### src/verilog/black_cal_pkg.sv
// Constants and state layout for the black level calibration controller.
package black_cal_pkg;
  // ----------------------------------------------------------------
  // Register indices (byte address is four times the index)
  // ----------------------------------------------------------------
  localparam logic [15:0] IDX_FILTER_CTRL = 16'h4000;
  localparam logic [15:0] IDX_FIRST_ROW = 16'h4001;
  localparam logic [15:0] IDX_AUTO_TRIG = 16'h4002;
  localparam logic [15:0] IDX_MAN_TRIG = 16'h4003;
  localparam logic [15:0] IDX_ROW_COUNT = 16'h4004;
  localparam logic [15:0] IDX_POLICY = 16'h4005;
  localparam logic [15:0] IDX_GAIN_TRIG = 16'h4007;
  localparam logic [15:0] IDX_TARGET_HI = 16'h4008;
  localparam logic [15:0] IDX_TARGET_LO = 16'h4009;
  localparam logic [15:0] IDX_FIXED_HI = 16'h400C;
  localparam logic [15:0] IDX_FIXED_LO = 16'h400D;
  localparam logic [15:0] IDX_THRESH = 16'h401D;
  localparam logic [15:0] IDX_DEBUG = 16'h401E;
  localparam logic [15:0] IDX_STATUS = 16'h4020;
  localparam logic [15:0] IDX_LEVEL_HI = 16'h4021;
  localparam logic [15:0] IDX_LEVEL_LO = 16'h4022;
  // ----------------------------------------------------------------
  // Reset values
  // ----------------------------------------------------------------
  localparam logic [7:0] RST_FILTER_CTRL = 8'h0C;
  localparam logic [7:0] RST_FIRST_ROW = 8'h04;
  localparam logic [7:0] RST_AUTO_TRIG = 8'h45;
  localparam logic [7:0] RST_MAN_TRIG = 8'h01;
  localparam logic [7:0] RST_ROW_COUNT = 8'h08;
  localparam logic [7:0] RST_POLICY = 8'h40;
  localparam logic [7:0] RST_GAIN_TRIG = 8'h20;
  localparam logic [7:0] RST_TARGET_HI = 8'h00;
  localparam logic [7:0] RST_TARGET_LO = 8'h40;
  localparam logic [7:0] RST_FIXED = 8'h00;
  localparam logic [7:0] RST_THRESH = 8'h7F;
  localparam logic [7:0] RST_DEBUG = 8'h80;
  // ----------------------------------------------------------------
  // Field positions
  // ----------------------------------------------------------------
  localparam int BIT_MEDIAN_EN = 1;
  localparam int BIT_FORMAT_EN = 7;
  localparam int BIT_AUTO_SEL = 6;
  localparam int BIT_MAN_TRIG = 7;
  localparam int BIT_HOLD = 6;
  localparam int BIT_ALWAYS_UPD = 1;
  localparam int BIT_GAIN_EN = 5;
  localparam logic [5:0] GAIN_FRAMES = 6'h01;
  // ----------------------------------------------------------------
  // Whole state of the controller
  // ----------------------------------------------------------------
  typedef struct packed {
    logic [7:0] filter_ctrl;
    logic [7:0] first_row;
    logic [7:0] auto_trig;
    logic [7:0] man_trig;
    logic [7:0] row_count;
    logic [7:0] policy;
    logic [7:0] gain_trig;
    logic [7:0] target_hi;
    logic [7:0] target_lo;
    logic [7:0] fixed_hi;
    logic [7:0] fixed_lo;
    logic [7:0] thresh;
    logic [7:0] debug;
    logic [5:0] frames_left;
    logic init_pending;
    logic [15:0] hist1;
    logic [15:0] hist2;
    logic [15:0] applied;
    logic [15:0] level_out;
    logic [15:0] target_out;
    logic active;
    logic [31:0] prdata;
    logic pready;
    logic pslverr;
  } cal_state_t;
endpackage

### src/verilog/black_level_calibration_ctrl.sv
// Black level calibration controller with an APB register slave.
`timescale 1ns/1ps
module black_level_calibration_ctrl (
  input wire logic pclk,
  input wire logic presetn,
  input wire logic psel,
  input wire logic penable,
  input wire logic pwrite,
  input wire logic [31:0] paddr,
  input wire logic [31:0] pwdata,
  output logic [31:0] prdata,
  output logic pready,
  output logic pslverr,
  input wire logic frame_start,
  input wire logic format_change,
  input wire logic gain_change,
  input wire logic sample_valid,
  input wire logic [15:0] sample_level,
  output logic [15:0] black_level,
  output logic [15:0] black_target_value,
  output logic cal_active
);
  import black_cal_pkg::*;

  // ----------------------------------------------------------------
  // Helpers
  // ----------------------------------------------------------------
  function automatic logic [15:0] med3(input logic [15:0] a,
                                       input logic [15:0] b,
                                       input logic [15:0] c);
    logic [15:0] m;
    m = a;
    if ((a >= b && a <= c) || (a <= b && a >= c)) begin
      m = a;
    end else if ((b >= a && b <= c) || (b <= a && b >= c)) begin
      m = b;
    end else begin
      m = c;
    end
    return m;
  endfunction

  cal_state_t state_reg;
  cal_state_t state_next;

  logic [15:0] idx;
  logic setup_phase;
  logic access_done;
  logic wr_en;
  logic mapped;
  logic [31:0] rd_val;
  logic [15:0] filtered;
  logic [15:0] diff;
  logic drift;
  logic always_upd;
  logic frozen;
  logic do_update;
  logic man_fire;

  assign idx = paddr[17:2];
  assign setup_phase = psel & ~penable;
  assign access_done = psel & penable & state_reg.pready;
  assign wr_en = access_done & pwrite & ~state_reg.pslverr;

  // ----------------------------------------------------------------
  // Read decode
  // ----------------------------------------------------------------
  always_comb begin
    mapped = 1'b1;
    rd_val = 32'h0000_0000;
    unique case (idx)
      IDX_FILTER_CTRL: rd_val[7:0] = state_reg.filter_ctrl;
      IDX_FIRST_ROW: rd_val[7:0] = state_reg.first_row;
      IDX_AUTO_TRIG: rd_val[7:0] = state_reg.auto_trig;
      IDX_MAN_TRIG: rd_val[7:0] = state_reg.man_trig;
      IDX_ROW_COUNT: rd_val[7:0] = state_reg.row_count;
      IDX_POLICY: rd_val[7:0] = state_reg.policy;
      IDX_GAIN_TRIG: rd_val[7:0] = state_reg.gain_trig;
      IDX_TARGET_HI: rd_val[7:0] = state_reg.target_hi;
      IDX_TARGET_LO: rd_val[7:0] = state_reg.target_lo;
      IDX_FIXED_HI: rd_val[7:0] = state_reg.fixed_hi;
      IDX_FIXED_LO: rd_val[7:0] = state_reg.fixed_lo;
      IDX_THRESH: rd_val[7:0] = state_reg.thresh;
      IDX_DEBUG: rd_val[7:0] = state_reg.debug;
      IDX_STATUS: rd_val[7:0] = {state_reg.active, frozen,
                                 state_reg.frames_left};
      IDX_LEVEL_HI: rd_val[7:0] = state_reg.applied[15:8];
      IDX_LEVEL_LO: rd_val[7:0] = state_reg.applied[7:0];
      default: mapped = 1'b0;
    endcase
  end

  // ----------------------------------------------------------------
  // Calibration datapath
  // ----------------------------------------------------------------
  always_comb begin
    filtered = sample_level;
    if (state_reg.filter_ctrl[BIT_MEDIAN_EN]) begin
      filtered = med3(sample_level, state_reg.hist1, state_reg.hist2);
    end
    if (filtered >= state_reg.applied) begin
      diff = filtered - state_reg.applied;
    end else begin
      diff = state_reg.applied - filtered;
    end
    drift = diff > {8'h00, state_reg.thresh};
    always_upd = state_reg.policy[BIT_ALWAYS_UPD];
    frozen = state_reg.man_trig[BIT_HOLD] & ~always_upd;
    do_update = sample_valid & ~frozen &
                (always_upd | (state_reg.frames_left != 6'h00) | drift);
    man_fire = wr_en & (idx == IDX_MAN_TRIG) & pwdata[BIT_MAN_TRIG];
  end

  // ----------------------------------------------------------------
  // Next state
  // ----------------------------------------------------------------
  always_comb begin
    state_next = state_reg;
    state_next.init_pending = 1'b0;

    // Frame count: a trigger wins over the per-frame decrement.
    if (frame_start && state_reg.frames_left != 6'h00) begin
      state_next.frames_left = state_reg.frames_left - 6'h01;
    end
    if (gain_change && state_reg.gain_trig[BIT_GAIN_EN]) begin
      state_next.frames_left = GAIN_FRAMES;
    end
    if (state_reg.init_pending ||
        (format_change && state_reg.auto_trig[BIT_FORMAT_EN])) begin
      state_next.frames_left = state_reg.auto_trig[5:0];
    end
    if (man_fire) begin
      state_next.frames_left = pwdata[5:0];
    end

    if (sample_valid) begin
      state_next.hist2 = state_reg.hist1;
      state_next.hist1 = sample_level;
    end
    if (do_update) begin
      state_next.applied = filtered;
    end
    state_next.active = ~frozen &
                        (always_upd | (state_reg.frames_left != 6'h00));

    if (state_reg.auto_trig[BIT_AUTO_SEL]) begin
      state_next.level_out = state_reg.applied;
    end else begin
      state_next.level_out = {state_reg.fixed_hi, state_reg.fixed_lo};
    end
    state_next.target_out = {state_reg.target_hi, state_reg.target_lo};

    // APB: answer one cycle after setup, zero wait in access.
    state_next.pready = 1'b0;
    if (setup_phase) begin
      state_next.pready = 1'b1;
      state_next.pslverr = ~mapped;
      state_next.prdata = pwrite ? 32'h0000_0000 : rd_val;
    end else if (access_done) begin
      state_next.pslverr = 1'b0;
    end

    if (wr_en) begin
      unique case (idx)
        IDX_FILTER_CTRL: state_next.filter_ctrl = pwdata[7:0];
        IDX_FIRST_ROW: state_next.first_row = pwdata[7:0];
        IDX_AUTO_TRIG: state_next.auto_trig = pwdata[7:0];
        IDX_MAN_TRIG: state_next.man_trig = pwdata[7:0];
        IDX_ROW_COUNT: state_next.row_count = pwdata[7:0];
        IDX_POLICY: state_next.policy = pwdata[7:0];
        IDX_GAIN_TRIG: state_next.gain_trig = pwdata[7:0];
        IDX_TARGET_HI: state_next.target_hi = pwdata[7:0];
        IDX_TARGET_LO: state_next.target_lo = pwdata[7:0];
        IDX_FIXED_HI: state_next.fixed_hi = pwdata[7:0];
        IDX_FIXED_LO: state_next.fixed_lo = pwdata[7:0];
        IDX_THRESH: state_next.thresh = pwdata[7:0];
        IDX_DEBUG: state_next.debug = pwdata[7:0];
        default: state_next.debug = state_reg.debug;
      endcase
    end
  end

  // ----------------------------------------------------------------
  // State register
  // ----------------------------------------------------------------
  always_ff @(posedge pclk or negedge presetn) begin
    if (!presetn) begin
      state_reg.filter_ctrl <= RST_FILTER_CTRL;
      state_reg.first_row <= RST_FIRST_ROW;
      state_reg.auto_trig <= RST_AUTO_TRIG;
      state_reg.man_trig <= RST_MAN_TRIG;
      state_reg.row_count <= RST_ROW_COUNT;
      state_reg.policy <= RST_POLICY;
      state_reg.gain_trig <= RST_GAIN_TRIG;
      state_reg.target_hi <= RST_TARGET_HI;
      state_reg.target_lo <= RST_TARGET_LO;
      state_reg.fixed_hi <= RST_FIXED;
      state_reg.fixed_lo <= RST_FIXED;
      state_reg.thresh <= RST_THRESH;
      state_reg.debug <= RST_DEBUG;
      state_reg.frames_left <= 6'h00;
      state_reg.init_pending <= 1'b1;
      state_reg.hist1 <= 16'h0000;
      state_reg.hist2 <= 16'h0000;
      state_reg.applied <= 16'h0000;
      state_reg.level_out <= 16'h0000;
      state_reg.target_out <= {RST_TARGET_HI, RST_TARGET_LO};
      state_reg.active <= 1'b0;
      state_reg.prdata <= 32'h0000_0000;
      state_reg.pready <= 1'b0;
      state_reg.pslverr <= 1'b0;
    end else begin
      state_reg <= state_next;
    end
  end

  // ----------------------------------------------------------------
  // Outputs
  // ----------------------------------------------------------------
  assign prdata = state_reg.prdata;
  assign pready = state_reg.pready;
  assign pslverr = state_reg.pslverr;
  assign black_level = state_reg.level_out;
  assign black_target_value = state_reg.target_out;
  assign cal_active = state_reg.active;
endmodule

### config.mk
export PLATFORM = sky130hd
export DESIGN_NAME = black_level_calibration_ctrl
export DESIGN_NICKNAME = d
export VERILOG_FILES = /design/src/verilog/black_cal_pkg.sv /design/src/verilog/black_level_calibration_ctrl.sv
export SDC_FILE = /design/constraint.sdc
export NUM_CORES = 1
export LEC_CHECK = 0
export BUFFER_PORTS_ARGS = -buffer_cell sky130_fd_sc_hd__buf_2
export CORE_MARGIN = 2
export CORE_UTILIZATION = 43
export DETAILED_ROUTE_END_ITERATION = 10
export PLACE_DENSITY = 0.74
export SYNTH_ARGS = -nofsm -noshare
export SYNTH_HDL_FRONTEND = slang
export SYNTH_SLANG_ARGS = --single-unit
### constraint.sdc
create_clock -name pclk -period 7.3 [get_ports pclk]
set_input_delay 0.365 -clock pclk [delete_from_list [all_inputs] [get_ports pclk]]
set_output_delay 0.365 -clock pclk [all_outputs]
set_load 0.02 [all_outputs]
==> results list <==
* Area share of the largest cell type after synthesis: 35.96%
* CTS H-tree depth: 1
* Cell at the root of the clock tree: clkbuf_16
* Post-DR wirelength/cell: 19.29 microns
- After detailed routing, the number of remaining DRC violations is 0.
* Synth Area in Simple Gates: 10.10%
- The number of antenna violations at the first check in global routing came to 0.
- The max-slew violation count is 0.
- Worst reg2reg startpoint: state_reg[112]$_DFFE_PN0P_
* Total number of clock tree sinks: 202
- Final hold analysis gives a worst-case slack of 0.1097 ns.
- The number of setup buffers added after CTS is 0.
- The run finished with clean final reports.
* Setup crit end kind: register
- Most used flip-flop cell after synthesis: dfrtp_1
- Library cells used by synthesis: 83
* Final period utilization: 92.95%
- Initial drt markers: 692
* Area share of xor/xnor cells in the synthesized design: 1.252%
* Power per standard cell area: 217.4 nW/um^2
- Cell type with the largest total area after synthesis: dfrtp_1
* Fraction of the core area covered by cells at the end of the flow: 48.13%
- Count of cells along the worst register-to-register path: 28
* Relative area change from synthesis to final layout: 9.963%
- Area share of fa/ha/maj cells after synthesis: 9.159%
- The total overflow left after global routing is 0.
- Total number of placement rows: 62
* Max stage delay on crit path: 0.47 ns
- First-pass detailed-route iteration total: 6
- Buffers added on ports: 91
* Standby leakage power: 6.889 nW
- Vias in the first global route: 9,351
* Transition at the pin with the smallest max-transition slack: 1.153 ns
- Antenna Cells: 0
- Largest family of logic cells by synthesized area: compound AO/OA/AOI/OAI gates
* Number of endpoints failing setup at the final stage: 0
- The completed layout was analyzed and its total power is 3.012 mW.
- First-pass GRT wire length: 51,220 microns
* Share of total power in combinational logic: 21.2%
* Setup tns final: 0 ns
- For the worst setup path, the data required time is 7.71 ns.
- NetSw: 0.9167 mW
- Antenna violation net count after detailed routing: 0
* VDD IR-drop max: 0.1713 mV
- In the post-synthesis netlist, the cell with the most instances is dfrtp_1.
- Internal Power: 2.095 mW
- Post-layout net count: 1,464
- Entering global routing, the biggest net connects 93 pins.
* Gate count of the mapped netlist: 1,238
- Following the worst setup path forward leads to its endpoint at state_reg[67]$_DFFE_PN0P_.
- Die span in y: 175.2 microns
- By area the synthesized netlist is led by dfrtp_1 (36%), mux2_2 (11%), ha_1 (8.8%).
- Arr. time, crit path: 7.20 ns
- Slowest CP cell: nor3_1
- Clock latency on the worst-skew pair: 0.54 ns
* Routed wire length: 32,480 microns
- Area of the mapped netlist: 12,600 sq um
- The portion of synthesized area spent on multiplexers is 14.55%.
* Classification of the worst setup path: register to register
* Clock power frac: 38.5%
- Overall track demand over capacity in global routing: 21.01%
- Synthesized-area fraction occupied by ao, oa, aoi and oai cells: 16.27%
* Sort of element at the start of the critical path: register
* TritonCTS clock tree: built
* Number of I/O pins: 156
- Endpoints failing hold: 0
- The most critical setup path has its startpoint at state_reg[112]$_DFFE_PN0P_.
- Worst-path maximum fanout: 15
* Min-Delay Path Class: primary input to register
- Vias per inst: 5.675
* Final clock skew: 0.01023 ns
- Total number of vias: 9,557
- The smallest clock period supported by the final layout is computed as 6.785 ns.
- In this run the horizontal extent of the chip is 175.2 microns.
* Worst-case register-to-register setup slack: 0.51 ns
- Relative contribution of sequential cells to total power: 40.4%
- Cells with a size suffix above 1 make up 24.54% of the layout.
* Clock transition at path regs: 0.06 ns
- Synth Register Bits: 202
- The total area inside the core boundary comes to 28,780 sq um.
- Global placer's final weighted congestion: 0.9306
- Peak Freq: 0.1474 GHz
- Number of enable flip-flop cells after synthesis: 0
- In this run switching power makes up 30.44% of total power.
* Number of flip-flops under the largest register name: 142
* Synthesized area divided by synthesized cell count: 10.17 sq um
- Number of warnings reported in the yosys synthesis log: 0
- Detailed placement finished with a half-perimeter wire length of 23,860 microns.
- Buffer levels on the longest clock path: 3
- RSZ-0062 raised after global routing: false
- The die covers 30,680 sq um.
- For this run, the register share of the synthesized area comes to 40.34%.
- Worst rel slew slack: 22.52%
* Most used standard cells in the synthesized netlist: dfrtp_1 (181), mux2_2 (120), ha_1 (89)
- Synth async-reset ratio: 100.0%
* Initial Util: 43.77%
- Clock tree synthesis inserted a total of 23 buffers.
- Capturing point of the worst reg2reg path: state_reg[67]$_DFFE_PN0P_
- Across the run, the number of max-cap violations was 0.
[cell usage in the layout, fill, tap and decap left out, types with 8 or more instances in the layout]
master | netlist | routed
clkbuf_1 | 39 | 8
mux4_2 | 8 | 8
dfstp_2 | 21 | 21
xor2_1 | 9 | 9
buf_4 | 66 | 24
inv_1 | 86 | 86
ha_1 | 89 | 89
nor3_1 | 10 | 10
mux2i_1 | 29 | 29
xnor2_1 | 9 | 9
a31oi_1 | 28 | 28
a22oi_1 | 9 | 9
nand2_1 | 84 | 84
buf_2 | 10 | 90
a21o_1 | 38 | 38
nand4_1 | 21 | 21
nand2b_1 | 9 | 9
conb_1 | 1 | 25
nor2_1 | 35 | 35
a221oi_1 | 8 | 8
dfrtp_1 | 181 | 181
nand3_1 | 32 | 32
mux2_2 | 120 | 120
o21ai_0 | 86 | 86
clkbuf_16 | 0 | 23
nor2b_1 | 13 | 13
a21oi_1 | 71 | 71
[layer usage]
metal	up-vias	global-route usage (%)	share of wire [%]
met3	85	3.133	7.0
li1	4487	-	-
met1	4620	28.05	42
met4	0	7.986	4.0
met2	365	34.51	47
met5	-	0	0
[worst min-delay path by stage]
stage	slack (ns)	depth (start not counted)	start	endpoint
after floorplan	0.07	0	presetn	always_upd$_DFFE_PN0P_
after global placement	0.37	0	state_next[41]$_DFFE_PN1P_	black_target_value[6]$_DFF_PN1_
after detailed placement	0.37	0	state_next[41]$_DFFE_PN1P_	black_target_value[6]$_DFF_PN1_
after CTS	0.1	3	sample_level[0]	state_reg[99]$_DFFE_PN0P_
after global routing	0.12	2	sample_level[15]	state_reg[114]$_DFFE_PN0P_
final	0.11	3	sample_level[0]	state_reg[99]$_DFFE_PN0P_
[what timing repair did]
item                                   4_1_cts  5_1_grt
hold buffers                                 1        0
gates resized for setup                      0        0
endpoints found under the hold margin       77        0
[logic make-up (layout without fill, tap and decap cells)]
group	count (synthesis)	count (layout)
buffers and inverters	205	243
XOR/XNOR	18	18
multiplexers	158	158
AO/OA/AOI/OAI	313	313
other	1	25
AND/OR/NAND/NOR	250	250
flip-flops	202	202
adder cells (fa/ha/maj)	91	91
[worst max-delay path, delay by kind of cell (launching register included)]
| kind | cells | cell delay (ns) |
|---|---|---|
| AO/OA/AOI/OAI | 9 | 1.82 |
| multiplexers | 1 | 0.15 |
| flip-flops | 1 | 0.43 |
| buffers and inverters | 4 | 0.79 |
| adder cells (fa/ha/maj) | 3 | 1.08 |
| AND/OR/NAND/NOR | 9 | 2.02 |
| XOR/XNOR | 2 | 0.35 |
[power by group through the flow]
stage          Clock [mW]  Combinational [mW]  Sequential (mW)
6_report             1.16               0.638             1.22
3_3_place_gp            0               0.614             1.23
3_5_place_dp            0               0.630             1.23
2_1_floorplan           0               0.455             1.21
4_1_cts              1.18               0.634             1.21
5_1_grt              1.24               0.715             1.22
[final cells by class]
cell class              count  area, sq um
repair buffers            116        654.4
clock inverters             4        63.81
clock buffers              37        688.2
inverters                  86        322.8
well taps                 384        480.5
multi-input cells         855         6560
fillers                  2635        14930
flip-flops and latches    202         5081
[per-stage QoR]
step | cells | instance area [sq um] | setup WS [ns]
final | 1684 | 13850 | 0.5145
after global routing | 1684 | 13850 | 0.04525
after CTS | 1684 | 13850 | 0.5395
after detailed placement | 1642 | 13090 | 0.4934
after global placement | 1642 | 13090 | 0.5785
after floorplan | 1262 | 12690 | 0.9438
(Power assumes the default switching activity.)
